[config.mk]
export PLATFORM = sky130hd
export DESIGN_NAME = htc_hyp_trap_control
export DESIGN_NICKNAME = d
export VERILOG_FILES = /design/src/htc_counter_split.v /design/src/htc_coproc_trap.v /design/src/htc_hyp_trap_control.v
export VERILOG_INCLUDE_DIRS = /design/src
export SDC_FILE = /design/constraint.sdc
export NUM_CORES = 1
export LEC_CHECK = 0
export ABC_AREA = 1
export BUFFER_PORTS_ARGS = -buffer_cell sky130_fd_sc_hd__buf_4
export CORE_UTILIZATION = 50
export CTS_CLUSTER_DIAMETER = 60
export CTS_CLUSTER_SIZE = 8
export DETAILED_ROUTE_END_ITERATION = 7
export PLACE_DENSITY = 0.89
export SKIP_LAST_GASP = 1
export SLEW_MARGIN = 20
export SYNTH_ARGS = -nofsm -noshare
export SYNTH_HDL_FRONTEND = slang
export SYNTH_SLANG_ARGS = --single-unit
[constraint.sdc]
create_clock -name clk_sys -period 3.8 [get_ports clk_sys]
set_clock_uncertainty 0.15 [all_clocks]
set_input_delay 0.57 -clock clk_sys [delete_from_list [all_inputs] [get_ports clk_sys]]
set_output_delay 0.57 -clock clk_sys [all_outputs]
set_load 0.02 [all_outputs]
[src/htc_defines.vh]
// Constants for the hyp trap-control register bank
`ifndef HTC_DEFINES_VH
`define HTC_DEFINES_VH

// ==========================================================
// Coprocessor transfer encodings
`define HTC_OPC1 3'h4
`define HTC_CRN 4'h1
`define HTC_CRM 4'h1
`define HTC_HYP_DEBUG_TRAP_CTRL_OPC2 3'h1
`define HTC_HYP_COPROC_TRAP_REG_OPC2 3'h2

// ==========================================================
// Processor modes
`define HTC_MODE_USR 5'h10
`define HTC_MODE_MON 5'h16
`define HTC_MODE_HYP 5'h1a

// ==========================================================
// Debug control register fields
`define HTC_PART_MSB 4
`define HTC_PART_LSB 0
`define HTC_MONCTL_TRAP_BIT_BIT 5
`define HTC_TPM_BIT 6
`define HTC_HYP_MONITOR_ENABLE_BIT 7
`define HTC_TDE_BIT 8
`define HTC_TDA_BIT 9
`define HTC_DEBUG_OS_REG_TRAP_BIT 10
`define HTC_DEBUG_ROM_TRAP_BIT 11
`define HTC_PART_RST 5'h04
`define HTC_NUM_CNTR 4

// ==========================================================
// Coprocessor trap register fields
`define HTC_CPTR_MASK 32'h8000bfff
`define HTC_CPTR_RST 32'h00000000
`define HTC_CP_BITS 14
`define HTC_TASE_BIT 15
`define HTC_NSASEDIS_BIT 15
`define HTC_CP_FP 4'ha
`define HTC_CP_DBG 4'he
`define HTC_CP_SYS 4'hf

`endif

[src/htc_counter_split.v]
// Per-counter partition decode for the performance monitor counters
`timescale 1ns/10ps
`include "htc_defines.vh"

module htc_counter_split (
  input wire [4:0] partition,
  input wire hypMonitorEnable,
  output wire [`HTC_NUM_CNTR-1:0] nsPl1Access,
  output wire [`HTC_NUM_CNTR-1:0] unprivEnable,
  output wire [`HTC_NUM_CNTR-1:0] hypEnable
);

  genvar i;
  generate
    for (i = 0; i < `HTC_NUM_CNTR; i = i + 1)
    begin : gCnt
      wire lowRange;
      assign lowRange = ({27'h0000000, partition} > i);
      assign nsPl1Access[i] = lowRange;
      assign unprivEnable[i] = lowRange;
      // Upper range belongs to PL2 and is gated by the enable
      assign hypEnable[i] = lowRange | hypMonitorEnable;
    end
  endgenerate

endmodule

[src/htc_coproc_trap.v]
// Hyp coprocessor trap register with secure-side override
`timescale 1ns/10ps
`include "htc_defines.vh"

module htc_coproc_trap (
  input wire clk_sys,
  input wire reset_n,
  input wire wrEn,
  input wire [31:0] wrData,
  input wire nsAccess,
  input wire [15:0] nonsecureAccessCtrl,
  output wire [31:0] readView,
  output wire [31:0] effective
);

  reg [31:0] cptr_r;
  reg [31:0] cptr_nxt;
  wire [31:0] forced;

  // ==========================================================
  // Bits forced to one where secure side forbids use
  genvar i;
  generate
    for (i = 0; i < 32; i = i + 1)
    begin : gForce
      if (i < `HTC_CP_BITS)
      begin : gCp
        assign forced[i] = ~nonsecureAccessCtrl[i];
      end
      else if (i == `HTC_TASE_BIT)
      begin : gSimd
        assign forced[i] = nonsecureAccessCtrl[`HTC_NSASEDIS_BIT];
      end
      else
      begin : gNone
        assign forced[i] = 1'b0;
      end
    end
  endgenerate

  // Secure override always wins for non-secure use
  assign effective = cptr_r | forced;
  assign readView = nsAccess ? effective : cptr_r;

  // ==========================================================
  // Storage; forced bits ignore non-secure writes
  always @*
  begin
    cptr_nxt = cptr_r;
    if (wrEn)
    begin
      if (nsAccess)
        cptr_nxt = (cptr_r & (forced | ~`HTC_CPTR_MASK)) | (wrData & `HTC_CPTR_MASK & ~forced);
      else
        cptr_nxt = (cptr_r & ~`HTC_CPTR_MASK) | (wrData & `HTC_CPTR_MASK);
    end
  end

  always @(posedge clk_sys)
  begin
    if (!reset_n)
      cptr_r <= `HTC_CPTR_RST;
    else
      cptr_r <= cptr_nxt;
  end

endmodule

[src/htc_hyp_trap_control.v]
// Hyp debug control and coprocessor trap register bank
// Behaviour
// - Perfmon trap bit traps non-secure monitor accesses
// - Monctl trap bit traps non-secure control accesses
// - Hold five-bit counter partition field
// - Low counters: PL1, PL2 and unprivileged access
// - High counters: PL2 only, gated by enable
// - Partition resets to four
// - Debug control reached by opc1 4, c1, c1, 2nd 1
// - Coprocessor trap register governs coprocessor and FP traps
// - Hyp FP access obeys secure control, not COPROC_ACCESS_CTRL
// - Trap register only from Hyp or Monitor with NS
// - Secure-forbidden bits read one, ignore writes from Hyp
// - Hyp monitor enable gates hyp-owned counters
`timescale 1ns/10ps
`include "htc_defines.vh"

module htc_hyp_trap_control (
  input wire clk_sys,
  input wire reset_n,
  input wire cpReqValid,
  input wire cpReqWrite,
  input wire [2:0] cpOpc1,
  input wire [3:0] cpCrn,
  input wire [3:0] cpCrm,
  input wire [2:0] cpOpc2,
  input wire [31:0] cpWdata,
  output wire cpRspValid,
  output wire cpRspUndef,
  output wire [31:0] cpRdata,
  input wire [4:0] cpuMode,
  input wire secureCfgNonsecureBit,
  input wire [15:0] nonsecureAccessCtrl,
  input wire pmuReqValid,
  input wire pmuReqCtrl,
  input wire pmuReqCounter,
  input wire [4:0] pmuReqIndex,
  output wire pmuTrapHyp,
  output wire pmuDenied,
  output wire [`HTC_NUM_CNTR-1:0] counterNsPl1Access,
  output wire [`HTC_NUM_CNTR-1:0] counterUnprivEnable,
  output wire [`HTC_NUM_CNTR-1:0] counterHypEnable,
  input wire copReqValid,
  input wire [3:0] copReqNum,
  input wire copReqSimd,
  output wire copTrapHyp,
  output wire copUndef,
  output wire debugRomTrap,
  output wire debugOsRegTrap,
  output wire debugRegTrap,
  output wire debugExceptionTrap
);

  // ==========================================================
  // Decode helpers
  function regHit;
    input [2:0] opc1;
    input [3:0] crn;
    input [3:0] crm;
    input [2:0] opc2;
    input [2:0] want;
    begin
      regHit = (opc1 == `HTC_OPC1) && (crn == `HTC_CRN) && (crm == `HTC_CRM) && (opc2 == want);
    end
  endfunction

  function permitted;
    input [4:0] mode;
    input scrNs;
    begin
      permitted = (mode == `HTC_MODE_HYP) || ((mode == `HTC_MODE_MON) && scrNs);
    end
  endfunction

  // ==========================================================
  // State
  reg [4:0] partition_r;
  reg [4:0] partition_nxt;
  reg perfmonTrapBit_r;
  reg perfmonTrapBit_nxt;
  reg monctlTrapBit_r;
  reg monctlTrapBit_nxt;
  reg hypMonitorEnable_r;
  reg hypMonitorEnable_nxt;
  reg [3:0] debugTrap_r;
  reg [3:0] debugTrap_nxt;
  reg rspValid_r;
  reg rspUndef_r;
  reg [31:0] rdata_r;
  reg [31:0] rdata_nxt;
  reg pmuTrap_r;
  reg pmuTrap_nxt;
  reg pmuDenied_r;
  reg pmuDenied_nxt;
  reg copTrap_r;
  reg copTrap_nxt;
  reg copUndef_r;
  reg copUndef_nxt;

  wire hdcrHit;
  wire cptrHit;
  wire modeOk;
  wire accessOk;
  wire hdcrWrite;
  wire cptrWrite;
  wire nsState;
  wire isUser;
  wire isHyp;
  wire nsLowPriv;
  wire [31:0] hdcrView;
  wire [31:0] cptrView;
  wire [31:0] cptrEff;
  wire [`HTC_NUM_CNTR-1:0] nsPl1Vec;
  wire [`HTC_NUM_CNTR-1:0] unprivVec;
  wire [`HTC_NUM_CNTR-1:0] hypVec;
  wire idxImpl;
  wire cpBitSet;
  wire regRead;
  wire [1:0] cntSel;
  wire lowOk;
  wire hypOk;
  wire fpNum;

  // ==========================================================
  // Mode and security state
  assign isUser = (cpuMode == `HTC_MODE_USR);
  assign isHyp = (cpuMode == `HTC_MODE_HYP);
  assign nsState = secureCfgNonsecureBit && (cpuMode != `HTC_MODE_MON);
  assign nsLowPriv = nsState && !isHyp;

  // ==========================================================
  // Coprocessor register access decode
  assign hdcrHit = regHit(cpOpc1, cpCrn, cpCrm, cpOpc2, `HTC_HYP_DEBUG_TRAP_CTRL_OPC2);
  assign cptrHit = regHit(cpOpc1, cpCrn, cpCrm, cpOpc2, `HTC_HYP_COPROC_TRAP_REG_OPC2);
  assign modeOk = permitted(cpuMode, secureCfgNonsecureBit);
  assign accessOk = (hdcrHit || cptrHit) && modeOk;
  // Blocked accesses change nothing
  assign hdcrWrite = cpReqValid && cpReqWrite && hdcrHit && modeOk;
  assign cptrWrite = cpReqValid && cpReqWrite && cptrHit && modeOk;

  assign hdcrView = {20'h00000, debugTrap_r, hypMonitorEnable_r, perfmonTrapBit_r,
                     monctlTrapBit_r, partition_r};

  // ==========================================================
  // Debug control register fields
  always @*
  begin
    partition_nxt = partition_r;
    perfmonTrapBit_nxt = perfmonTrapBit_r;
    monctlTrapBit_nxt = monctlTrapBit_r;
    hypMonitorEnable_nxt = hypMonitorEnable_r;
    debugTrap_nxt = debugTrap_r;
    if (hdcrWrite)
    begin
      partition_nxt = cpWdata[`HTC_PART_MSB:`HTC_PART_LSB];
      perfmonTrapBit_nxt = cpWdata[`HTC_TPM_BIT];
      monctlTrapBit_nxt = cpWdata[`HTC_MONCTL_TRAP_BIT_BIT];
      hypMonitorEnable_nxt = cpWdata[`HTC_HYP_MONITOR_ENABLE_BIT];
      // Illegal trap combinations are stored as written
      debugTrap_nxt = cpWdata[`HTC_DEBUG_ROM_TRAP_BIT:`HTC_TDE_BIT];
    end
  end

  // ==========================================================
  // Read data and response
  // Refused reads return zero so nothing leaks
  assign regRead = cpReqValid && !cpReqWrite && accessOk;

  always @*
  begin
    rdata_nxt = 32'h00000000;
    if (regRead)
    begin
      if (hdcrHit)
        rdata_nxt = hdcrView;
      else
        rdata_nxt = cptrView;
    end
  end

  // ==========================================================
  // Performance monitor trap decisions
  assign idxImpl = (pmuReqIndex < `HTC_NUM_CNTR);
  assign cntSel = pmuReqIndex[1:0];
  // User mode also needs the unprivileged enable
  assign lowOk = nsPl1Vec[cntSel] && (!isUser || unprivVec[cntSel]);
  assign hypOk = hypVec[cntSel];

  always @*
  begin
    pmuTrap_nxt = 1'b0;
    pmuDenied_nxt = 1'b0;
    if (pmuReqValid && nsLowPriv)
    begin
      if (perfmonTrapBit_r)
        pmuTrap_nxt = 1'b1;
      else if (pmuReqCtrl && monctlTrapBit_r)
        pmuTrap_nxt = 1'b1;
      else if (pmuReqCounter && idxImpl)
        pmuDenied_nxt = !lowOk;
    end
    else if (pmuReqValid && nsState && pmuReqCounter && idxImpl)
    begin
      pmuDenied_nxt = !hypOk;
    end
  end

  // ==========================================================
  // Coprocessor trap decisions
  assign cpBitSet = ((copReqNum < `HTC_CP_BITS) && cptrEff[copReqNum]) ||
                    (copReqSimd && cptrEff[`HTC_TASE_BIT]);
  // Cp10 and cp11 both decode as floating-point numbers
  assign fpNum = (copReqNum[3:1] == (`HTC_CP_FP >> 1));

  always @*
  begin
    copTrap_nxt = 1'b0;
    copUndef_nxt = 1'b0;
    if (copReqValid && nsState && (copReqNum != `HTC_CP_DBG) && (copReqNum != `HTC_CP_SYS))
    begin
      if (isHyp)
        // Hyp ignores COPROC_ACCESS_CTRL; forbidden or trapped cp10/cp11 use faults locally, other numbers pass
        copUndef_nxt = cpBitSet && fpNum;
      else
        copTrap_nxt = cpBitSet;
    end
  end

  // ==========================================================
  // Registers
  always @(posedge clk_sys)
  begin
    if (!reset_n)
    begin
      partition_r <= `HTC_PART_RST;
      perfmonTrapBit_r <= 1'b0;
      monctlTrapBit_r <= 1'b0;
      hypMonitorEnable_r <= 1'b0;
      debugTrap_r <= 4'h0;
      rspValid_r <= 1'b0;
      rspUndef_r <= 1'b0;
      rdata_r <= 32'h00000000;
      pmuTrap_r <= 1'b0;
      pmuDenied_r <= 1'b0;
      copTrap_r <= 1'b0;
      copUndef_r <= 1'b0;
    end
    else
    begin
      partition_r <= partition_nxt;
      perfmonTrapBit_r <= perfmonTrapBit_nxt;
      monctlTrapBit_r <= monctlTrapBit_nxt;
      hypMonitorEnable_r <= hypMonitorEnable_nxt;
      debugTrap_r <= debugTrap_nxt;
      rspValid_r <= cpReqValid;
      rspUndef_r <= cpReqValid && !accessOk;
      rdata_r <= rdata_nxt;
      pmuTrap_r <= pmuTrap_nxt;
      pmuDenied_r <= pmuDenied_nxt;
      copTrap_r <= copTrap_nxt;
      copUndef_r <= copUndef_nxt;
    end
  end

  // ==========================================================
  // Submodules
  htc_coproc_trap uCptr (
    .clk_sys(clk_sys),
    .reset_n(reset_n),
    .wrEn(cptrWrite),
    .wrData(cpWdata),
    .nsAccess(nsState),
    .nonsecureAccessCtrl(nonsecureAccessCtrl),
    .readView(cptrView),
    .effective(cptrEff)
  );

  htc_counter_split uSplit (
    .partition(partition_r),
    .hypMonitorEnable(hypMonitorEnable_r),
    .nsPl1Access(nsPl1Vec),
    .unprivEnable(unprivVec),
    .hypEnable(hypVec)
  );

  // ==========================================================
  // Outputs
  assign cpRspValid = rspValid_r;
  assign cpRspUndef = rspUndef_r;
  assign cpRdata = rdata_r;
  assign pmuTrapHyp = pmuTrap_r;
  assign pmuDenied = pmuDenied_r;
  assign counterNsPl1Access = nsPl1Vec;
  assign counterUnprivEnable = unprivVec;
  assign counterHypEnable = hypVec;
  assign copTrapHyp = copTrap_r;
  assign copUndef = copUndef_r;
  assign debugRomTrap = debugTrap_r[3];
  assign debugOsRegTrap = debugTrap_r[2];
  assign debugRegTrap = debugTrap_r[1];
  assign debugExceptionTrap = debugTrap_r[0];

endmodule

==> metrics.cfg, run 1 <==
[critical_path]
startpoint_type=input port
r2r_start=partition_r[2]
end_kind=flip-flop
r2r_slack_ns=2.38
rr_worst_depth=3
worstPathArrival_ns=2.55
cp.required_ns=3.82
path_max_fanout=23
worstReg2RegEnd=pmuDenied
critPathKind=in -> reg

[die]
start_util_pct=53.5
io_pins=140
dieArea_sq_um=5910
fp.dieW_microns=76.9
die_h_microns=76.9
fp.coreArea_sq_um=5240
row_count=26

[clock_tree]
clk_latency_ns=0.31
clockBufferDepth=2
cts_max_level=2
root_buffer=clkbuf_8
hold_buffers=0
clock_sinks=50
post_cts_resized=0
cts.clk_slew.worst_paths_ns=0.09
cts_buffers=5
cts_tree=built
cts_setup_buffers=0

[grt]
grt_pass1_wl_mm=11.9
grt_pass1_vias=2786
grt_max_degree=33
grt_antenna_before_repair=0
grt_use_total_pct=25.0
gr-total-overflow=0

[flow_run]
maxCapViolCount=0

[hold_path]
worstHoldPathCells=2
min_path_type=reg -> reg
hold_end=cpRdata[31]
hold_start=uCptr.cptr_r[31]

[layout]
drive_gt1_share_pct=22.9
fin_nets=619
ff_latch_area_sq_um=1000
diodes=0
multiInputGateArea_sq_um=1250
nFillCells=442
area_growth_pct=28.3
fin_cells=603

[synthesis]
yosysUniqueCellTypes=24
synth-simple-area-share_pct=31.9
yosysMostFrequentCell=nand2_1
syn_avg_cell_area_sq_um=6.34
syn-cell-area_sq_um=2800
synth-seq-area-share_pct=35.7
netlist.area_leader.share_pct=35.7
synth_compound_area_share_pct=10.3
netlist_instances=442
synth-xor-area-share_pct=0
synth_common_cells=100 x nand2_1, 91 x inv_1, 50 x dfxtp_1, 48 x nor2_1, 29 x o21ai_0
synth-seq-cells=50
synth_area_leaders=dfxtp_1 36%, nand2_1 13%, inv_1 12%, buf_4 7.5%, nor2_1 6.4%
synth_edf_count=0
yosysWarnings=0
synthArstFlopShare_pct=0
synth_top_flop_cell=dfxtp_1
synth_top_family_by_area=simple AND/OR/NAND/NOR gates
yosys.area.top_type=dfxtp_1
synthMuxAreaShare_pct=0
synth-adder-area-share_pct=0.357

[pwr]
pwr_density_cell_nw_per_um2=293
max-vdd-ir-drop_mv=0.331
finalPower_mw=1.06
p_leak_nw=1.83

[sta]
fin_crit_sh_pct=66.4
period_needed_ns=2.52
rsz0062_at_grt=no
fin_ws_ns=1.28
relSlewSlack_pct=43.1
hold_viol=0
setup_tns_ns=0
tightest_slew_ns=0.850
slew_viol_final=0
setup_viol=0
timing.fmax_mhz=396

[detailed_routing]
drtPass1Iterations=5
vias_per_cell=4.98
drt.antenna.violating_nets=0
drt_iter0_markers=248
wirelength_mm=7.30
wl_per_cell_microns=12.1
drc_errors=0
vias=3002

[placement]
port_buffers=106
hpwl_mm=5.47
place_ws_ns=0.968
dp.cells=596
gp_congestion=0.795

[run_status]
status=finished clean

[how the worst max path moves through the flow]
stage              startpoint                     to  slack [ns]  cells after the start
6_report           cpuMode[3]        monctlTrapBit_r        1.28                      9
4_1_cts            cpuMode[3]        monctlTrapBit_r        1.29                      9
5_1_grt            cpuMode[3]        monctlTrapBit_r        1.09                      9
3_3_place_gp       cpuMode[0]         debugTrap_r[3]        1.08                      9
3_5_place_dp       cpuMode[3]        monctlTrapBit_r        0.97                      9
2_1_floorplan  partition_r[4]  counterNsPl1Access[0]        1.89                      5
[per-stage QoR]
| stage | util (%) | cell area (sq um) | hold WS (ns) |
|---|---|---|---|
| after global placement | 66.7 | 3490 | 0.272 |
| final | 68.7 | 3600 | 0.292 |
| after floorplan | - | 2860 | 0.266 |
| after global routing | 68.7 | 3600 | 0.318 |
| after CTS | 68.7 | 3600 | 0.295 |
| after detailed placement | 66.7 | 3490 | 0.282 |
[final cells by class]
| class | count | share of cell area [%] |
|---|---|---|
| clock inverter | 2 | 1.08 |
| sequential | 50 | 27.8 |
| timing repair buffer | 107 | 22.3 |
| inverter | 92 | 9.60 |
| tap | 70 | 2.43 |
| multi-input combinational | 277 | 34.8 |
| clock buffer | 5 | 1.91 |
[per-layer routing]
metal | global-route usage, % | part of all wire (%) | vias to the layer above
met2 | 46.3 | 50 | 126
li1 | - | - | 1504
met1 | 27.8 | 41 | 1358
met5 | 0 | 0 | -
met4 | 9.23 | 1.5 | 0
met3 | 5.00 | 7.2 | 14
[cells in the final DEF, fill, tap and decap left out]
cell	synthesis	final
a21oi_1	16	16
nand3_1	20	20
nor2_4	1	1
nor3_4	1	1
maj3_1	1	1
nor2_1	48	48
clkbuf_8	0	5
nand4_2	1	1
inv_1	91	91
dfxtp_1	50	50
o21ai_1	11	11
clkinv_1	1	1
buf_4	28	107
nand2_1	100	100
nor4_1	1	1
nor2_2	3	3
nor3_1	4	4
conb_1	1	16
clkinv_4	0	1
o21ai_2	1	1
o21ai_0	29	29
bufinv_16	0	1
nand3_2	1	1
nand4_1	23	23
[worst max-delay path, cell delays in order]
cell     delay [ns]
buf_4          0.11
inv_1          0.07
nand3_1        0.08
nor2_2         0.12
nand2_1        0.07
nand2_1        0.34
nand3_1        0.70
o21ai_0        0.41
a21oi_1        0.06
[power by group]
group	internal, mW	total (mW)	switching [mW]
Combinational	0.0689	0.155	0.0863
Sequential	0.525	0.525	0.000368
Clock	0.194	0.375	0.181
[cells by family (layout without fill, tap and decap cells)]
group | after synthesis | after routing
simple gates | 203 | 203
buf+inv | 130 | 206
compound gates | 57 | 57
flops | 50 | 50
fa+ha+maj | 1 | 1
other cells | 1 | 16
Power figures use the tool's default switching activity.
==> run 2: changes to the inputs <==
ABC_AREA = 0   (was 1)
CORE_UTILIZATION = 46   (was 50)
PLACE_DENSITY = 0.84   (was 0.89)
clock period = 2.5 ns   (was 3.8 ns; I/O delays follow)
==> metrics.cfg, run 2 <==
[synthesis]
yosys.area.top_type=dfxtp_1
netlist_instances=323  ; -27%
synth-simple-area-share_pct=25.7  ; -6.2 points
synth-adder-area-share_pct=0.367  ; +0.0097 points
yosysWarnings=0  ; unchanged
syn-cell-area_sq_um=2730  ; -2.6%
synth-seq-area-share_pct=36.7  ; +0.97 points
synth_top_flop_cell=dfxtp_1
synth-xor-area-share_pct=0  ; unchanged
yosysMostFrequentCell=dfxtp_1
synth_compound_area_share_pct=24.2  ; +14 points
synthMuxAreaShare_pct=1.19  ; +1.2 points
syn_avg_cell_area_sq_um=8.45  ; +33%
synth_edf_count=0  ; unchanged
netlist.area_leader.share_pct=36.7  ; +0.97 points
synth_top_family_by_area=simple AND/OR/NAND/NOR gates
synth_common_cells=50 x dfxtp_1, 29 x a21oi_1, 29 x nor2_1, 24 x buf_4, 22 x nand3_1
synth-seq-cells=50  ; unchanged
synthArstFlopShare_pct=0  ; unchanged
synth_area_leaders=dfxtp_1 37%, buf_4 6.6%, a211oi_1 5.8%, a21oi_1 5.3%, nand4b_1 4.8%
yosysUniqueCellTypes=46  ; +92%

[critical_path]
cp.required_ns=1.98  ; -1.84 ns
critPathKind=reg -> out
worstPathArrival_ns=1.79  ; -0.76 ns
path_max_fanout=7  ; -70%
end_kind=output port
startpoint_type=flip-flop

[clock_tree]
cts_setup_buffers=0  ; unchanged
root_buffer=clkbuf_8
hold_buffers=0  ; unchanged
clk_latency_ns=0.31  ; about the same
cts.clk_slew.worst_paths_ns=0.09  ; about the same
cts_max_level=2  ; unchanged
clockBufferDepth=2  ; unchanged
post_cts_resized=0  ; unchanged
cts_buffers=5  ; unchanged
clock_sinks=50  ; unchanged
cts_tree=built

[detailed_routing]
drt_iter0_markers=258  ; +4.0%
vias_per_cell=5.82  ; +17%
drtPass1Iterations=5  ; unchanged
vias=2854  ; -4.9%
wl_per_cell_microns=16.2  ; +34%
wirelength_mm=7.94  ; +8.9%
drc_errors=0  ; unchanged
drt.antenna.violating_nets=0  ; unchanged

[sta]
relSlewSlack_pct=54.1  ; +11 points
timing.fmax_mhz=433
hold_viol=0  ; unchanged
tightest_slew_ns=0.685  ; -0.165 ns
slew_viol_final=0  ; unchanged
setup_tns_ns=0  ; unchanged
fin_ws_ns=0.189  ; -1.09 ns
fin_crit_sh_pct=92.4
period_needed_ns=2.31
setup_viol=0  ; unchanged
holdWs_ns=0.143  ; -0.149 ns
rsz0062_at_grt=no

[die]
fp.coreArea_sq_um=5610  ; +7.1%
die_h_microns=79.0  ; +2.8%
row_count=27  ; +3.8%
io_pins=140  ; unchanged
fp.dieW_microns=79.0  ; +2.8%
start_util_pct=48.7  ; -4.9 points
dieArea_sq_um=6250  ; +5.7%

[pwr]
pwr_density_cell_nw_per_um2=424  ; +45%
p_leak_nw=1.43  ; -22%
max-vdd-ir-drop_mv=0.236  ; -29%

[layout]
drive_gt1_share_pct=34.0  ; +11 points
nFillCells=509  ; +15%
multiInputGateArea_sq_um=1470  ; +17%
diodes=0  ; unchanged
fin_cells=490  ; -19%
layout_commonest_cell=buf_4
fin_nets=503  ; -19%
ff_latch_area_sq_um=1000  ; unchanged
most-common-layout-cells=119 x buf_4, 50 x dfxtp_1, 29 x nor2_1, 29 x a21oi_1, 22 x nand3_1
area_growth_pct=31.9
final_util_pct=64.2  ; -4.5 points

[grt]
grt_antenna_before_repair=0  ; unchanged
grt_pass1_vias=2700  ; -3.1%
grt_pass1_wl_mm=12.6  ; +5.2%
gr-total-overflow=0  ; unchanged
grt_max_degree=28  ; -15%
grt_use_total_pct=25.9  ; +0.89 points

[placement]
gp_congestion=0.860  ; +8.2%
port_buffers=106  ; unchanged
dp.cells=482  ; -19%
place_ws_ns=0.202  ; -0.766 ns
hpwl_mm=5.94  ; +8.6%

[hold_path]
min_path_type=in -> reg

[run_status]
status=finished clean

[flow_run]
maxCapViolCount=0  ; unchanged

-- run 2: cell count changes in the layout (fill, tap and decap cells not counted), moves of 7 or more --
| cell | change |
|---|---|
| nand2_1 | -93 |
| inv_1 | -80 |
| a211oi_1 | +21 |
| nand4_1 | -21 |
| nor2_1 | -19 |
| nand4b_1 | +15 |
| o21ai_0 | -15 |
| o31ai_1 | +15 |
| a21oi_1 | +13 |
| buf_4 | +12 |
| o21ai_1 | -11 |
| a211oi_2 | +7 |
| nand2b_1 | +7 |
-- run 2: kinds of logic after synthesis --
logic type,Yosys count
AO/OA/AOI/OAI,96
adder cells (fa/ha/maj),1
buffers and inverters,59
flip-flops,50
multiplexers,2
other,1
AND/OR/NAND/NOR,114
-- run 2: critical path, stage by stage (launching register included) --
cell      delay [ns]
dfxtp_1         0.34
nor3_1          0.22
buf_4           0.18
inv_1           0.06
or3_1           0.35
nand2b_1        0.17
buf_4           0.16
-- run 2: final timing paths --
| check | from | to | slack (ns) | cells past startpoint |
|---|---|---|---|---|
| worst max-delay path | partition_r[4] | counterHypEnable[0] | 0.19 | 6 |
| worst min-delay path | cpReqValid | cpRspValid | 0.14 | 3 |
| worst max register to register | flip-flop | copTrapHyp | 0.80 | 4 |
| worst min register to register | flip-flop | flip-flop | 0.34 | 2 |
-- run 2: per-stage QoR --
stage | instance area, sq um | power, mW
final | 3600 | 1.53
after global routing | 3600 | 1.58
after CTS | 3600 | 1.53
after detailed placement | 3500 | 1.04
after global placement | 3500 | 1.03
after floorplan | 2790 | 0.932
-- run 2: layout make-up --
class / count / share of cell area (%)
clock inverter: 2 / 0.486
multi-input combinational: 229 / 40.9
timing repair buffer: 119 / 24.8
tap: 72 / 2.50
sequential: 50 / 27.8
clock buffer: 6 / 2.29
inverter: 12 / 1.25
-- run 2: layer usage --
| metal | part of all wire (%) | vias up | GRT usage (%) |
|---|---|---|---|
| met2 | 51 | 168 | 45.3 |
| met1 | 40 | 1336 | 31.9 |
| met5 | 0 | - | 0 |
| li1 | - | 1336 | - |
| met4 | 1.8 | 0 | 10.0 |
| met3 | 7.6 | 14 | 3.56 |
-- run 2: power by group --
part	total [mW]	internal, mW	switching, mW
Sequential	0.799	0.798	0.000523
Clock	0.505	0.228	0.277
Combinational	0.223	0.104	0.118
Total	1.53	1.13	0.396
